==> config.mk <==
export PLATFORM = sky130hd
export DESIGN_NAME = can_receive_fifo_filter
export DESIGN_NICKNAME = d
export VERILOG_FILES = /design/src/common/can_rx_pkg.sv /design/src/rtl/rx_msg_memory.sv /design/src/rtl/acceptance_filter.sv /design/src/rtl/can_receive_fifo_filter.sv
export SDC_FILE = /design/constraint.sdc
export NUM_CORES = 1
export LEC_CHECK = 0
export BUFFER_PORTS_ARGS = -buffer_cell sky130_fd_sc_hd__clkbuf_2
export CAP_MARGIN = 20
export CORE_ASPECT_RATIO = 1.75
export CORE_UTILIZATION = 40
export DETAILED_ROUTE_END_ITERATION = 6
export REMOVE_ABC_BUFFERS = 1
export SLEW_MARGIN = 5
export SYNTH_ARGS = -nofsm -noshare
export SYNTH_HDL_FRONTEND = slang
export SYNTH_SLANG_ARGS = --single-unit
==> constraint.sdc <==
create_clock -name clk -period 8.3 [get_ports clk]
set_input_delay 1.66 -clock clk [delete_from_list [all_inputs] [get_ports clk]]
set_output_delay 1.66 -clock clk [all_outputs]
set_load 0.01 [all_outputs]
==> src/common/can_rx_pkg.sv <==
// constants, register map and filter helpers of the CAN receive path
// assumes an 8-bit register port and an external protocol engine feeding bytes
package can_rx_pkg;

  localparam int DATA_W     = 8;
  localparam int ADDR_W     = 8;
  localparam int NUM_FIFO   = 5;
  localparam int NUM_SLOTS  = 6;
  localparam int SLOT_BYTES = 16;
  localparam int MEM_AW     = 7;
  localparam int CNT_W      = 3;
  localparam int SLOT_W     = 3;

  localparam logic [3:0] BUF_BYTES    = 4'hF;
  localparam logic [3:0] FRAME_BYTES  = 4'hD;
  localparam logic [3:0] ID_BYTES     = 4'h4;
  localparam logic [3:0] STAMP_HI_IDX = 4'hD;
  localparam logic [3:0] STAMP_LO_IDX = 4'hE;

  localparam logic [7:0] OFS_CTL0  = 8'h00;
  localparam logic [7:0] OFS_CTL1  = 8'h01;
  localparam logic [7:0] OFS_BTR0  = 8'h02;
  localparam logic [7:0] OFS_BTR1  = 8'h03;
  localparam logic [7:0] OFS_RFLG  = 8'h04;
  localparam logic [7:0] OFS_RIER  = 8'h05;
  localparam logic [7:0] OFS_IDAC  = 8'h0B;
  localparam logic [7:0] OFS_RXERR = 8'h0E;
  localparam logic [7:0] OFS_TXERR = 8'h0F;
  localparam logic [7:0] OFS_PAT   = 8'h10;
  localparam logic [7:0] OFS_MASK  = 8'h18;
  localparam logic [7:0] OFS_FG    = 8'h20;
  localparam logic [7:0] OFS_BANK_END = 8'h20;

  localparam int CTL0_INIT_REQUEST_BIT = 0;
  localparam int CTL0_TIME_BIT   = 3;
  localparam int CTL1_INIT_ACKNOWLEDGE_BIT = 0;
  localparam int CTL1_LOOPB_BIT  = 5;
  localparam int CTL1_ENABLE_BIT = 7;
  localparam int RFLG_RXF_BIT    = 0;
  localparam int RFLG_OVR_BIT    = 1;
  localparam int IDAC_MODE_LSB   = 4;

  localparam logic [7:0] CTL0_RST = 8'h01;
  localparam logic [7:0] CTL1_RST = 8'h00;
  localparam logic [7:0] REG_RST  = 8'h00;

  typedef enum logic [1:0] {
    MODE_TWO    = 2'b00,
    MODE_FOUR   = 2'b01,
    MODE_EIGHT  = 2'b10,
    MODE_CLOSED = 2'b11
  } filter_mode_type;

  // mask bit set means the identifier bit is ignored
  function automatic logic byte_match(input logic [7:0] id, input logic [7:0] pat, input logic [7:0] msk);
    byte_match = &((~(id ^ pat)) | msk);
  endfunction

endpackage

==> src/rtl/rx_msg_memory.sv <==
// message storage: all receive slots, one write port, registered read
// assumes the caller keeps the write and read addresses below DEPTH
`timescale 1ns/1ps
`default_nettype none
module rx_msg_memory #(
  parameter int WIDTH = 8,
  parameter int DEPTH = 96,
  parameter int AW    = 7
) (
  input  wire logic             clk,
  input  wire logic             we,
  input  wire logic [AW-1:0]    waddr,
  input  wire logic [WIDTH-1:0] wdata,
  input  wire logic             re,
  input  wire logic [AW-1:0]    raddr,
  output logic      [WIDTH-1:0] rdata
);

  logic [WIDTH-1:0] mem [DEPTH];

  // no reset on the array; reads before a push are masked to zeros by the caller
  always_ff @(posedge clk) begin
    if (we) begin
      mem[waddr] <= wdata;
    end
  end

  always_ff @(posedge clk) begin
    if (re) begin
      rdata <= mem[raddr];
    end
  end

endmodule
`default_nettype wire

==> src/rtl/acceptance_filter.sv <==
// identifier acceptance filter: two, four or eight maskable filters
// assumes id bytes in receive buffer order, byte 0 in bits 7:0
`timescale 1ns/1ps
`default_nettype none
module acceptance_filter (
  input  wire logic [31:0] id_bytes,
  input  wire logic [63:0] pattern,
  input  wire logic [63:0] mask,
  input  wire logic [1:0]  mode,
  output logic             hit,
  output logic [2:0]       hit_index
);

  logic [7:0] m32;
  logic [7:0] m16;
  logic [7:0] m8;
  logic [7:0] hits;

  always_comb begin
    for (int k = 0; k < 8; k++) begin
      m32[k] = can_rx_pkg::byte_match(id_bytes[8*(k%4)+:8], pattern[8*k+:8], mask[8*k+:8]);
      m16[k] = can_rx_pkg::byte_match(id_bytes[8*(k%2)+:8], pattern[8*k+:8], mask[8*k+:8]);
      m8[k]  = can_rx_pkg::byte_match(id_bytes[7:0], pattern[8*k+:8], mask[8*k+:8]);
    end
  end

  always_comb begin
    hits = 8'h00;
    unique case (mode)
      can_rx_pkg::MODE_TWO: begin
        hits[0] = &m32[3:0];
        hits[1] = &m32[7:4];
      end
      can_rx_pkg::MODE_FOUR: begin
        for (int f = 0; f < 4; f++) begin
          hits[f] = m16[2*f] & m16[2*f+1];
        end
      end
      can_rx_pkg::MODE_EIGHT: begin
        hits = m8;
      end
      can_rx_pkg::MODE_CLOSED: begin
        hits = 8'h00;
      end
    endcase
  end

  // scan downward so the lowest matching filter is left standing
  always_comb begin
    hit_index = 3'h0;
    for (int i = 7; i >= 0; i--) begin
      if (hits[i]) begin
        hit_index = 3'(i);
      end
    end
    hit = |hits;
  end

endmodule
`default_nettype wire

==> src/rtl/can_receive_fifo_filter.sv <==
// CAN receive path: five-message FIFO, acceptance filter, configuration lock
// assumes a protocol engine that delivers frame bytes, frame end and status
//
// Summary of operation
// - five FIFO buffers plus one background buffer
// - each buffer holds fifteen bytes
// - full flag set when foreground holds accepted message
// - valid accepted frame pushed, flag set, interrupt
// - next frame lands in next free background
// - rejected or errored frame overwritten, never pushed
// - own transmitted frame captured, not pushed, unacknowledged
// - loopback treats own frames like any frame
// - lost arbitration turns device into receiver
// - accepted frame on full FIFO dropped, overrun
// - full FIFO drops frames until slot frees
// - identifier compared to pattern, mask bits ignored
// - three-bit hit index, lowest filter wins
// - two-filter mode uses four-byte banks
// - four-filter mode uses two-byte filters
// - eight-filter mode matches first identifier byte
// - closed mode never fills foreground
// - error counters cannot be written
// - configuration writes only in initialization mode
// - transmit pin recessive in init or power-down
// - module enable written once in normal modes
// - time stamp stored after valid frame end
//
// Chosen here: the register addresses and the address-and-strobe port.
`timescale 1ns/1ps
`default_nettype none
module can_receive_fifo_filter (
  input  wire logic       clk,
  input  wire logic       rst_b,
  input  wire logic [7:0] addr,
  input  wire logic [7:0] wdata,
  input  wire logic       wr,
  input  wire logic       rd,
  output logic      [7:0] rdata,
  input  wire logic       rx_frame_start,
  input  wire logic       rx_byte_valid,
  input  wire logic [3:0] rx_byte_index,
  input  wire logic [7:0] rx_byte_data,
  input  wire logic       rx_frame_end,
  input  wire logic       rx_frame_ok,
  input  wire logic       tx_active,
  input  wire logic       arb_lost,
  input  wire logic       tx_bit,
  input  wire logic       bit_tick,
  input  wire logic       power_down,
  input  wire logic       special_mode,
  input  wire logic [7:0] rx_err_count,
  input  wire logic [7:0] tx_err_count,
  output logic            can_transmit_pin,
  output logic            rx_ack_enable,
  output logic            rx_irq,
  output logic            overrun_irq
);

  typedef enum logic [2:0] {
    ST_IDLE     = 3'b001,
    ST_STAMP_HI = 3'b010,
    ST_STAMP_LO = 3'b100
  } stamp_state_type;

  stamp_state_type state_q;

  logic [7:0]  ctl0_q;
  logic [7:0]  ctl1_q;
  logic [7:0]  btr0_q;
  logic [7:0]  btr1_q;
  logic [1:0]  mode_q;
  logic [1:0]  rx_ie_q;
  logic [63:0] pattern_q;
  logic [63:0] mask_q;
  logic        init_ack_q;
  logic        module_enable_q;
  logic        enable_written_q;
  logic        rx_full_flag_q;
  logic        overrun_q;
  logic [15:0] timer_q;
  logic [31:0] id_q;
  logic        own_frame_q;
  logic        pend_accept_q;
  logic [2:0]  pend_hit_q;
  logic [2:0]  wr_ptr_q;
  logic [2:0]  rd_ptr_q;
  logic [2:0]  count_q;
  logic [2:0]  hit_slot_q [can_rx_pkg::NUM_SLOTS];
  logic [7:0]  reg_rdata_q;
  logic        mem_sel_q;
  logic        fg_valid_q;

  logic        filter_hit;
  logic [2:0]  filter_index;
  logic        accept;
  logic        commit;
  logic        commit_accept;
  logic [2:0]  commit_hit;
  logic        fifo_full;
  logic        push;
  logic        pop;
  logic [2:0]  count_d;
  logic        mem_we;
  logic [6:0]  mem_waddr;
  logic [7:0]  mem_wdata;
  logic        mem_re;
  logic [6:0]  mem_raddr;
  logic [7:0]  mem_rdata;
  logic        cfg_open;
  logic        in_init;
  logic        loopback;
  logic        time_en;
  logic [7:0]  fg_off;

  function automatic logic [2:0] next_slot(input logic [2:0] s);
    next_slot = (s == 3'(can_rx_pkg::NUM_SLOTS - 1)) ? 3'h0 : s + 3'h1;
  endfunction

  function automatic logic [6:0] slot_addr(input logic [2:0] s, input logic [3:0] idx);
    slot_addr = {s, idx};
  endfunction

  assign cfg_open = init_ack_q;
  assign in_init  = ctl0_q[can_rx_pkg::CTL0_INIT_REQUEST_BIT] | init_ack_q;
  assign loopback = ctl1_q[can_rx_pkg::CTL1_LOOPB_BIT];
  assign time_en  = ctl0_q[can_rx_pkg::CTL0_TIME_BIT];
  assign fg_off   = addr - can_rx_pkg::OFS_FG;

  acceptance_filter u_filter (
    .id_bytes  (id_q),
    .pattern   (pattern_q),
    .mask      (mask_q),
    .mode      (mode_q),
    .hit       (filter_hit),
    .hit_index (filter_index)
  );

  // own frames only count while loopback is on or arbitration was lost
  assign accept = rx_frame_ok & filter_hit & module_enable_q & ~in_init
                & (~own_frame_q | loopback)
                & (mode_q != can_rx_pkg::MODE_CLOSED);

  always_comb begin
    commit        = 1'b0;
    commit_accept = 1'b0;
    commit_hit    = filter_index;
    if (state_q == ST_STAMP_LO) begin
      commit        = 1'b1;
      commit_accept = pend_accept_q;
      commit_hit    = pend_hit_q;
    end else if (state_q == ST_IDLE && rx_frame_end && !(time_en && rx_frame_ok)) begin
      commit        = 1'b1;
      commit_accept = accept;
    end
  end

  assign pop       = wr && addr == can_rx_pkg::OFS_RFLG && wdata[can_rx_pkg::RFLG_RXF_BIT] && count_q != 3'h0;
  assign fifo_full = count_q == 3'(can_rx_pkg::NUM_FIFO) && !pop;
  assign push      = commit & commit_accept & ~fifo_full;
  assign count_d   = count_q + {2'b00, push} - {2'b00, pop};

  always_comb begin
    mem_we    = 1'b0;
    mem_waddr = slot_addr(wr_ptr_q, rx_byte_index);
    mem_wdata = rx_byte_data;
    unique case (state_q)
      ST_STAMP_HI: begin
        mem_we    = 1'b1;
        mem_waddr = slot_addr(wr_ptr_q, can_rx_pkg::STAMP_HI_IDX);
        mem_wdata = timer_q[15:8];
      end
      ST_STAMP_LO: begin
        mem_we    = 1'b1;
        mem_waddr = slot_addr(wr_ptr_q, can_rx_pkg::STAMP_LO_IDX);
        mem_wdata = timer_q[7:0];
      end
      ST_IDLE: begin
        mem_we = rx_byte_valid && rx_byte_index < can_rx_pkg::FRAME_BYTES;
      end
    endcase
  end

  assign mem_re    = rd && addr >= can_rx_pkg::OFS_FG && fg_off < 8'(can_rx_pkg::BUF_BYTES);
  assign mem_raddr = slot_addr(rd_ptr_q, fg_off[3:0]);

  rx_msg_memory #(
    .WIDTH (can_rx_pkg::DATA_W),
    .DEPTH (can_rx_pkg::NUM_SLOTS * can_rx_pkg::SLOT_BYTES),
    .AW    (can_rx_pkg::MEM_AW)
  ) u_mem (
    .clk   (clk),
    .we    (mem_we),
    .waddr (mem_waddr),
    .wdata (mem_wdata),
    .re    (mem_re),
    .raddr (mem_raddr),
    .rdata (mem_rdata)
  );

  always_ff @(posedge clk or negedge rst_b) begin
    if (!rst_b) begin
      state_q       <= ST_IDLE;
      pend_accept_q <= 1'b0;
      pend_hit_q    <= 3'h0;
    end else begin
      unique case (state_q)
        ST_IDLE: begin
          if (rx_frame_end && rx_frame_ok && time_en) begin
            state_q       <= ST_STAMP_HI;
            pend_accept_q <= accept;
            pend_hit_q    <= filter_index;
          end
        end
        ST_STAMP_HI: state_q <= ST_STAMP_LO;
        ST_STAMP_LO: state_q <= ST_IDLE;
      endcase
    end
  end

  // background slot is wr_ptr; a rejected frame simply stays there to be overwritten
  always_ff @(posedge clk or negedge rst_b) begin
    if (!rst_b) begin
      wr_ptr_q <= 3'h0;
      rd_ptr_q <= 3'h0;
      count_q  <= 3'h0;
      for (int i = 0; i < can_rx_pkg::NUM_SLOTS; i++) begin
        hit_slot_q[i] <= 3'h0;
      end
    end else begin
      if (push) begin
        wr_ptr_q             <= next_slot(wr_ptr_q);
        hit_slot_q[wr_ptr_q] <= commit_hit;
      end
      if (pop) begin
        rd_ptr_q <= next_slot(rd_ptr_q);
      end
      count_q <= count_d;
    end
  end

  // set wins over a clear in the same cycle
  always_ff @(posedge clk or negedge rst_b) begin
    if (!rst_b) begin
      rx_full_flag_q <= 1'b0;
      overrun_q      <= 1'b0;
    end else begin
      rx_full_flag_q <= count_d != 3'h0;
      if (commit && commit_accept && fifo_full) begin
        overrun_q <= 1'b1;
      end else if (wr && addr == can_rx_pkg::OFS_RFLG && wdata[can_rx_pkg::RFLG_OVR_BIT]) begin
        overrun_q <= 1'b0;
      end
    end
  end

  always_ff @(posedge clk or negedge rst_b) begin
    if (!rst_b) begin
      id_q        <= 32'h0000_0000;
      own_frame_q <= 1'b0;
    end else begin
      if (state_q == ST_IDLE && rx_byte_valid && rx_byte_index < can_rx_pkg::ID_BYTES) begin
        id_q[8*rx_byte_index[1:0]+:8] <= rx_byte_data;
      end
      if (rx_frame_start) begin
        own_frame_q <= tx_active;
      end else if (arb_lost) begin
        own_frame_q <= 1'b0;
      end
    end
  end

  always_ff @(posedge clk or negedge rst_b) begin
    if (!rst_b) begin
      timer_q <= 16'h0000;
    end else if (init_ack_q) begin
      timer_q <= 16'h0000;
    end else if (bit_tick) begin
      timer_q <= timer_q + 16'h0001;
    end
  end

  // configuration lock: guarded registers only change once init is acknowledged
  always_ff @(posedge clk or negedge rst_b) begin
    if (!rst_b) begin
      ctl0_q           <= can_rx_pkg::CTL0_RST;
      ctl1_q           <= can_rx_pkg::CTL1_RST;
      btr0_q           <= can_rx_pkg::REG_RST;
      btr1_q           <= can_rx_pkg::REG_RST;
      mode_q           <= 2'b00;
      rx_ie_q          <= 2'b00;
      pattern_q        <= 64'h0000_0000_0000_0000;
      mask_q           <= 64'h0000_0000_0000_0000;
      module_enable_q  <= 1'b0;
      enable_written_q <= 1'b0;
      init_ack_q       <= 1'b0;
    end else begin
      init_ack_q <= ctl0_q[can_rx_pkg::CTL0_INIT_REQUEST_BIT];
      if (wr) begin
        if (addr == can_rx_pkg::OFS_CTL0) begin
          ctl0_q <= wdata;
        end
        if (addr == can_rx_pkg::OFS_CTL1) begin
          if (cfg_open) begin
            ctl1_q <= wdata;
          end
          if (!enable_written_q || special_mode) begin
            module_enable_q  <= wdata[can_rx_pkg::CTL1_ENABLE_BIT];
            enable_written_q <= 1'b1;
          end
        end
        if (addr == can_rx_pkg::OFS_RIER) begin
          rx_ie_q <= wdata[1:0];
        end
        if (cfg_open) begin
          if (addr == can_rx_pkg::OFS_BTR0) begin
            btr0_q <= wdata;
          end
          if (addr == can_rx_pkg::OFS_BTR1) begin
            btr1_q <= wdata;
          end
          if (addr == can_rx_pkg::OFS_IDAC) begin
            mode_q <= wdata[can_rx_pkg::IDAC_MODE_LSB+:2];
          end
          if (addr >= can_rx_pkg::OFS_PAT && addr < can_rx_pkg::OFS_MASK) begin
            pattern_q[8*addr[2:0]+:8] <= wdata;
          end
          if (addr >= can_rx_pkg::OFS_MASK && addr < can_rx_pkg::OFS_BANK_END) begin
            mask_q[8*addr[2:0]+:8] <= wdata;
          end
        end
      end
    end
  end

  // error counters have no write path at all
  always_ff @(posedge clk or negedge rst_b) begin
    if (!rst_b) begin
      reg_rdata_q <= 8'h00;
      mem_sel_q   <= 1'b0;
      fg_valid_q  <= 1'b0;
    end else begin
      mem_sel_q  <= mem_re;
      fg_valid_q <= count_q != 3'h0;
      if (rd) begin
        reg_rdata_q <= 8'h00;
        if (addr == can_rx_pkg::OFS_CTL0) begin
          reg_rdata_q <= ctl0_q;
        end else if (addr == can_rx_pkg::OFS_CTL1) begin
          reg_rdata_q <= {module_enable_q, ctl1_q[6:1], init_ack_q};
        end else if (addr == can_rx_pkg::OFS_BTR0) begin
          reg_rdata_q <= btr0_q;
        end else if (addr == can_rx_pkg::OFS_BTR1) begin
          reg_rdata_q <= btr1_q;
        end else if (addr == can_rx_pkg::OFS_RFLG) begin
          reg_rdata_q <= {6'h00, overrun_q, rx_full_flag_q};
        end else if (addr == can_rx_pkg::OFS_RIER) begin
          reg_rdata_q <= {6'h00, rx_ie_q};
        end else if (addr == can_rx_pkg::OFS_IDAC) begin
          reg_rdata_q <= {2'b00, mode_q, 1'b0, hit_slot_q[rd_ptr_q]};
        end else if (addr == can_rx_pkg::OFS_RXERR) begin
          reg_rdata_q <= rx_err_count;
        end else if (addr == can_rx_pkg::OFS_TXERR) begin
          reg_rdata_q <= tx_err_count;
        end else if (addr >= can_rx_pkg::OFS_PAT && addr < can_rx_pkg::OFS_MASK) begin
          reg_rdata_q <= pattern_q[8*addr[2:0]+:8];
        end else if (addr >= can_rx_pkg::OFS_MASK && addr < can_rx_pkg::OFS_BANK_END) begin
          reg_rdata_q <= mask_q[8*addr[2:0]+:8];
        end
      end
    end
  end

  // memory read data is already a flop; an empty FIFO shows zeros
  assign rdata = mem_sel_q ? (fg_valid_q ? mem_rdata : 8'h00) : reg_rdata_q;

  always_ff @(posedge clk or negedge rst_b) begin
    if (!rst_b) begin
      can_transmit_pin <= 1'b1;
      rx_ack_enable    <= 1'b0;
      rx_irq           <= 1'b0;
      overrun_irq      <= 1'b0;
    end else begin
      can_transmit_pin <= (in_init || power_down || !module_enable_q) ? 1'b1 : tx_bit;
      rx_ack_enable    <= module_enable_q && !in_init && (!own_frame_q || loopback);
      rx_irq           <= rx_full_flag_q && rx_ie_q[can_rx_pkg::RFLG_RXF_BIT];
      overrun_irq      <= overrun_q && rx_ie_q[can_rx_pkg::RFLG_OVR_BIT];
    end
  end

endmodule
`default_nettype wire

==> metrics.md, run 1 <==
| Metric | Value |
|---|---|
| Outcome | `completed` |
| Antenna violations before repair | `6` |
| Total CTS buffers | `94` |
| Leakage | `17.1 nW` |
| Data arrival time of the worst path | `5.26 ns` |
| Final hold vios | `0` |
| CP cell instances | `xnor2_1, o22ai_1, nor4_1, nand3_1, nand4_1, nor4_4, a21oi_1, inv_1, ha_1, inv_1, ha_1, fa_1, xnor2_1, or3_1` |
| Postcts setup bufs | `0` |
| Final min period | `4.67 ns` |
| Total Routed Length | `130000 um` |
| TNS Setup | `0 ns` |
| Post_cts resized | `0` |
| IO Port Bufs | `69` |
| Max-Cap Viols | `0` |
| Largest net degree at the start of global routing | `159` |
| Via count | `25400` |
| CP bufs+invs | `2` |
| Syn Inst Count | `2757` |
| First-pass GRT wire length | `189000 um` |
| Worst Clk Skew | `0.0444 ns` |
| Synth async-reset ratio | `0.254` |
| Yosys warnings | `0` |
| WS Path Type | `flip-flop to flip-flop` |
| Hold WS | `0.421 ns` |
| Layout cells sized above 1 | `0.226` |
| Grt ovf | `0` |
| CTS tree | `done` |
| Fin crit share | `0.563` |
| Fmax | `214 MHz` |
| CTS max path bufs | `3` |
| Largest stage delay, worst path | `0.95 ns` |
| GRT Total Usage | `0.235` |
| Core Region | `110000 um^2` |
| Area leader, netlist | `edfxtp_1` |
| Area grow syn2layout | `11.2%` |
| Seq/Total Area, Yosys | `0.669` |
| Required @ worst endpoint | `8.89 ns` |
| Slowest stage cell, crit path | `nor4_1` |
| Startpoint Class | `flip-flop` |
| Mapped cell area | `44700 um^2` |
| Starting Density | `0.405` |
| HPWL Detailed | `87800 um` |
| Rel. slew slack | `0.210` |
| Most common flop cell mapped by yosys | `edfxtp_1` |
| Die Y-Extent | `444 um` |
| Detailed-route wire length per cell | `30.0 um` |
| Insertion delay to the later sink of the worst-skew pair | `0.72 ns` |
| Num rows | `161` |
| Final instance area | `49700 um^2` |
| Fin. max-slew vios | `0` |
| Most common cell in the synthesized netlist | `edfxtp_1` |
| Post-layout util | `0.451` |
| CTS root buf | `clkbuf_16` |
| Antenna viol nets, final | `0` |
| Synth cell types | `73` |
| Ranking of synthesized cells by area | `edfxtp_1 52%, dfrtp_1 15%, mux4_2 14%` |
| CTS clk-pin slew, worst paths | `0.07 ns` |
| Max VDD drop | `0.293 mV` |
| CP Capture Type | `flip-flop` |
| DRC | `0` |
| Die width | `255 um` |
| Die Area | `113000 um^2` |
| Tightest Hold Check Type | `flip-flop to flip-flop` |
| Placed Area | `46500 um^2` |
| CTS H-tree lvls | `3` |
| Vias in the first global route | `26700` |
| Nets | `2871` |
| RSZ-0062 raised after global routing | `no` |
| First-pass iteration count of the detailed router | `6` |
| # setup viols final | `0` |
| Number of flops mapped to enable cells by yosys | `776` |
| PwrDens | `253 nW/um^2` |
| Sink Count | `1040` |
| CP top delay family | `simple AND/OR/NAND/NOR gates` |
| Top post-synthesis cells by count | `776 x edfxtp_1, 287 x mux4_2, 279 x nand2_1, 261 x dfrtp_1, 165 x o21ai_0` |
| Gp weighted congestion | `1.03` |
| Worst slew pin tran | `1.18 ns` |
| Crit path max fanout | `10` |
| Top Ports | `70` |
| Count of hold buffers inserted by post-cts repair | `0` |
| Synth Area per Inst | `16.2 um^2` |
| DR iter-0 viols | `2529` |
| Vias per cell | `5.85` |
| #FFs+latches synth | `1040` |
| Share of the synthesized area in the top cell type | `0.521` |
## per-layer routing
| layer | wire length [um] | GRT usage | vias up |
|---|---|---|---|
| met4 | 9400 | 0.155 | 4 |
| met2 | 69000 | 0.417 | 1062 |
| met3 | 7450 | 0.0446 | 370 |
| li1 | - | - | 10700 |
| met5 | 28 | 0 | - |
| met1 | 44200 | 0.252 | 13300 |
## cells in the final DEF (no fill, tap or decap), types with 65 or more instances in the layout
cell type and n:
edfxtp_1 776, mux4_2 287, nand2_1 271, dfrtp_1 261, o21ai_0 165, nor2_1 150
xnor2_1 109, clkbuf_16 94, mux2_2 76, inv_1 66, clkbuf_2 65
## path summary, 6_finish.rpt
kind                                start             end  slack, ns  cells after the start
min in group asynchronous           rst_b   pattern_q[62]       0.98                      1
worst min-delay path            ctl0_q[0]        cfg_open       0.42                      0
max in group asynchronous           rst_b       btr0_q[0]       5.86                      2
worst max-delay path              id_q[0]  rx_full_flag_q       3.63                     14
worst max register to register    id_q[0]  rx_full_flag_q       3.63                     14
worst min register to register  ctl0_q[0]        cfg_open       0.42                      0
## stage by stage
step / cells / setup WS, ns / power (W)
final: 4342 / 3.63 / 0.0126
after global routing: 4338 / 3.29 / 0.0130
after CTS: 4330 / 3.58 / 0.0127
after detailed placement: 4157 / 3.09 / 0.00820
after global placement: 4156 / 3.05 / 0.00810
after floorplan: 2598 / 2.43 / 0.00740
## power breakdown
group | switching (W) | total (W) | internal [W] | leakage (nW)
logic | 0.00123 | 0.00157 | 0.000345 | 5.06
clock network | 0.00204 | 0.00450 | 0.00246 | 1.52
registers | 0.0000932 | 0.00651 | 0.00641 | 10.5
total | 0.00336 | 0.0126 | 0.00922 | 17.1
## worst reg2reg max path, stage by stage, from the launching register on
cell,delay [ns]
dfrtp_1,0.81
xnor2_1,0.20
o22ai_1,0.15
nor4_1,0.95
nand3_1,0.23
nand4_1,0.33
nor4_4,0.16
a21oi_1,0.29
inv_1,0.09
ha_1,0.28
inv_1,0.04
ha_1,0.18
fa_1,0.38
xnor2_1,0.16
or3_1,0.31
## sequential cells by signal, summed over array words and instances, names as in the netlist, 16 cells and up
register / flops
hit_slot_q: 18
id_q: 32
mask_q: 64
timer_q: 16
pattern_q: 64
u_mem.mem: 768
## logic make-up (layout without fill, tap and decap cells)
family                     count (synthesis)  count (layout)  synth area share
AOI/OAI and AO/OA                        337             337            0.0455
adders and majority gates                 19              19           0.00548
xor gates and xnor gates                 146             146            0.0286
DFF                                     1040            1040             0.669
and+or+nand+nor                          602             602            0.0595
muxes                                    387             387             0.170
other                                      0               4                 0
buffers and inverters                    226             340            0.0224
## area by class of cell
type                       instances  area, um^2
tap                             1467        1840
clock buffer                     104        2400
antenna                            4        10.0
clock inverter                    69         764
multi-input combinational       1491       13900
fill                            9612       60600
timing repair buffer             100         671
sequential                      1040       29900
inverter                          67         254
Note: power is estimated with default switching activity, not from simulation.
==> run 2, diff against run 1 <==
- ABC_AREA: default -> 1
- clock period: 8.3 -> 4.8 ns (I/O delays scaled with it)
==> run 2 against run 1 <==
  * Non-clock buffer count grew 130
  * Largest power group unchanged
  * Utilization rose by 0.31 points
  * Power up 82%
  * Critical path type unchanged
==> metrics.md, run 2 <==
| Metric | Value |
|---|---|
| Outcome | `completed (unchanged)` |
| GRT Total Usage | `0.292 (was 0.235)` |
| Via count | `35300 (was 25400)` |
| Largest register FFs | `768 (unchanged)` |
| Layout cells sized above 1 | `0.0897 (was 0.226)` |
| Final hold vios | `0 (unchanged)` |
| Starting Density | `0.403 (was 0.405)` |
| CP Capture Type | `flip-flop (unchanged)` |
| Data arrival time of the worst path | `4.52 ns (was 5.26 ns)` |
| Top Ports | `70 (unchanged)` |
| IO Port Bufs | `69 (unchanged)` |
| Top post-synthesis cells by count | `903 x nand2_1, 776 x edfxtp_1, 686 x o21ai_0, 615 x nor2_1, 281 x inv_1 (was 776 x edfxtp_1, 287 x mux4_2, 279 x nand2_1, 261 x dfrtp_1, 165 x o21ai_0)` |
| Insertion delay to the later sink of the worst-skew pair | `0.74 ns (was 0.72 ns)` |
| Worst slack at placement | `0.800 ns (was 3.09 ns)` |
| #FFs+latches synth | `1040 (unchanged)` |
| Antenna viol nets, final | `0 (unchanged)` |
| WS Path Type | `flip-flop to flip-flop (unchanged)` |
| Worst slew pin tran | `1.27 ns (was 1.18 ns)` |
| Synth cell types | `52 (was 73)` |
| Core Region | `114000 um^2 (was 110000 um^2)` |
| Num rows | `164 (was 161)` |
| Syn Inst Count | `4552 (was 2757)` |
| Share of the synthesized area in the top cell type | `0.507 (was 0.521)` |
| Post_cts resized | `0 (unchanged)` |
| Largest regs | `u_mem.mem: 768 flops, mask_q: 64 flops, pattern_q: 64 flops (unchanged)` |
| Max VDD drop | `0.382 mV (was 0.293 mV)` |
| Most frequent CP cell | `nand2_1` |
| Synth Area per Inst | `10.1 um^2 (was 16.2 um^2)` |
| Most common cell after layout, fill and taps aside | `nand2_1 (was edfxtp_1)` |
| Die Y-Extent | `450 um (was 444 um)` |
| Antenna violations before repair | `10 (was 6)` |
| Most common flop cell mapped by yosys | `edfxtp_1 (unchanged)` |
| CTS tree | `done (unchanged)` |
| CTS clk-pin slew, worst paths | `0.06 ns (was 0.07 ns)` |
| CP cell instances | `inv_1, nand2_1, nand3_1, nand2_1, nor2_1, nand2_1, a21oi_1, nand2_1, nand3_2, nor2_2, nand2_2, nand3_2, nand2_4, nand2_2, ha_1, inv_1, ha_1, fa_1, or3_1 (was xnor2_1, o22ai_1, nor4_1, nand3_1, nand4_1, nor4_4, a21oi_1, inv_1, ha_1, inv_1, ha_1, fa_1, xnor2_1, or3_1)` |
| Slowest stage cell, crit path | `inv_1 (was nor4_1)` |
| Sink Count | `1040 (unchanged)` |
| RSZ-0062 raised after global routing | `no (unchanged)` |
| Fin crit share | `0.814 (was 0.563)` |
| Grt ovf | `0 (unchanged)` |
| First-pass iteration count of the detailed router | `6 (unchanged)` |
| Nets | `4717 (was 2871)` |
| Postcts setup bufs | `0 (unchanged)` |
| Vias per cell | `5.67 (was 5.85)` |
| Largest stage delay, worst path | `0.52 ns (was 0.95 ns)` |
| Reg with most FFs | `u_mem.mem (unchanged)` |
| Total Routed Length | `169000 um (was 130000 um)` |
| Startpoint Class | `flip-flop (unchanged)` |
| Detailed-route wire length per cell | `27.3 um (was 30.0 um)` |
| Total CTS buffers | `93 (was 94)` |
| Vias in the first global route | `35000 (was 26700)` |
| Fmax | `256 MHz (was 214 MHz)` |
| Seq/Total Area, Yosys | `0.651 (was 0.669)` |
| First-pass GRT wire length | `243000 um (was 189000 um)` |
| # fillers | `10900 (was 9612)` |
| Synth async-reset ratio | `0.254 (unchanged)` |
| Mapped cell area | `45900 um^2 (was 44700 um^2)` |
| CTS H-tree lvls | `3 (unchanged)` |
| CTS root buf | `clkbuf_16 (unchanged)` |
| Count of hold buffers inserted by post-cts repair | `0 (unchanged)` |
| Number of flops mapped to enable cells by yosys | `776 (unchanged)` |
| Hold WS | `0.280 ns (was 0.421 ns)` |
| FF-to-FF setup slack | `0.89 ns (was 3.63 ns)` |
| Ranking of synthesized cells by area | `edfxtp_1 51%, dfrtp_1 14%, o21ai_0 7.5% (was edfxtp_1 52%, dfrtp_1 15%, mux4_2 14%)` |
| Die Area | `116000 um^2 (was 113000 um^2)` |
| CTS max path bufs | `3 (unchanged)` |
| Required @ worst endpoint | `5.41 ns (was 8.89 ns)` |
| Rel. slew slack | `0.141 (was 0.210)` |
| Yosys warnings | `0 (unchanged)` |
| Die width | `258 um (was 255 um)` |
| Largest net degree at the start of global routing | `135 (was 159)` |
| Leakage | `19.1 nW (was 17.1 nW)` |
| Final min period | `3.91 ns (was 4.67 ns)` |
| DRC | `0 (unchanged)` |
| # setup viols final | `0 (unchanged)` |
| Gp weighted congestion | `1.05 (was 1.03)` |
| DR iter-0 viols | `3327 (was 2529)` |
| Fin. max-slew vios | `0 (unchanged)` |
| Most frequent cells in the layout | `903 x nand2_1, 776 x edfxtp_1, 684 x o21ai_0, 613 x nor2_1, 279 x inv_1 (was 776 x edfxtp_1, 287 x mux4_2, 271 x nand2_1, 261 x dfrtp_1, 165 x o21ai_0)` |
| Worst Clk Skew | `0.0462 ns (was 0.0444 ns)` |
| Tightest Hold Check Type | `primary input to async pin (was flip-flop to flip-flop)` |
| Final worst slack | `0.894 ns (was 3.63 ns)` |
| Area leader, netlist | `edfxtp_1 (unchanged)` |
| Crit path max fanout | `6 (was 10)` |
| Most common cell in the synthesized netlist | `nand2_1 (was edfxtp_1)` |
| Area grow syn2layout | `12.7% (was 11.2%)` |
| HPWL Detailed | `116000 um (was 87800 um)` |
| TNS Setup | `0 ns (unchanged)` |
| PwrDens | `443 nW/um^2 (was 253 nW/um^2)` |
| Max-Cap Viols | `0 (unchanged)` |
==> run 2: changes by cell type in the layout (fill, tap and decap cells not counted), sizes merged, moves of 35 or more <==
cell	delta
nand2	+629
o21ai	+524
nor2	+469
mux4	-288
inv	+223
a21oi	+146
o22ai	+138
buf	+126
nand3	+115
xnor2	-107
mux2	-82
xor2	-35
==> run 2: critical path: cells and delay by family (launching register included) <==
kind | cells | cell delay, ns
and+or+nand+nor | 13 | 1.62
DFF | 1 | 0.50
buffers and inverters | 2 | 0.56
AOI/OAI and AO/OA | 1 | 0.14
adders and majority gates | 3 | 0.96
==> run 2: per-layer routing <==
metal	up-vias	share of wire	track usage
met5	-	0.00015	0
met4	4	0.099	0.251
met3	550	0.060	0.0507
met2	1568	0.51	0.514
met1	17100	0.33	0.298
li1	16000	-	-
==> run 2: cells by family (layout without fill, tap and decap cells) <==
family,Yosys count,in the layout,share of synthesized area
adder cells (fa/ha/maj),19,19,0.00534
XOR/XNOR,4,4,0.000763
flip-flops,1040,1040,0.651
AND/OR/NAND/NOR,1808,1808,0.160
buffers and inverters,531,696,0.0470
AO/OA/AOI/OAI,1150,1150,0.136
other,0,7,0
==> run 2: path summary, 6_finish.rpt <==
path | from | to | depth (start not counted)
setup / recovery | pattern_q[9] | rx_full_flag_q | 19
hold / removal | rst_b | pattern_q[25] | 1
setup reg to reg | pattern_q[9] | rx_full_flag_q | 19
hold reg to reg | enable_written_q | enable_written_q | 2
max in group asynchronous | rst_b | ctl1_q[2] | 2
min in group clk | enable_written_q | enable_written_q | 2
==> run 2: metrics by stage <==
| step | util | area, um^2 | cells | power [W] |
|---|---|---|---|---|
| floorplan | - | 44900 | 4315 | 0.0133 |
| detailed placement | 0.427 | 48700 | 6035 | 0.0155 |
| global route | 0.454 | 51800 | 6212 | 0.0236 |
| global placement | 0.427 | 48700 | 6034 | 0.0155 |
| finish | 0.454 | 51800 | 6218 | 0.0229 |
| CTS | 0.453 | 51700 | 6207 | 0.0230 |
==> run 2: final cells by class <==
cell class / instances / area (um^2) / share of cell area
well taps: 1494 / 1870 / 0.0361
clock buffers: 115 / 2510 / 0.0486
multi-input cells: 2981 / 14000 / 0.270
clock inverters: 57 / 510 / 0.00986
diodes: 7 / 17.5 / 0.000338
flip-flops and latches: 1040 / 29900 / 0.578
repair buffers: 230 / 1820 / 0.0352
inverters: 294 / 1120 / 0.0216
==> run 2: report_power, final <==
part	switching, W	internal [W]
clock	0.00344	0.00416
combinational	0.00333	0.000806
sequential	0.000222	0.0110
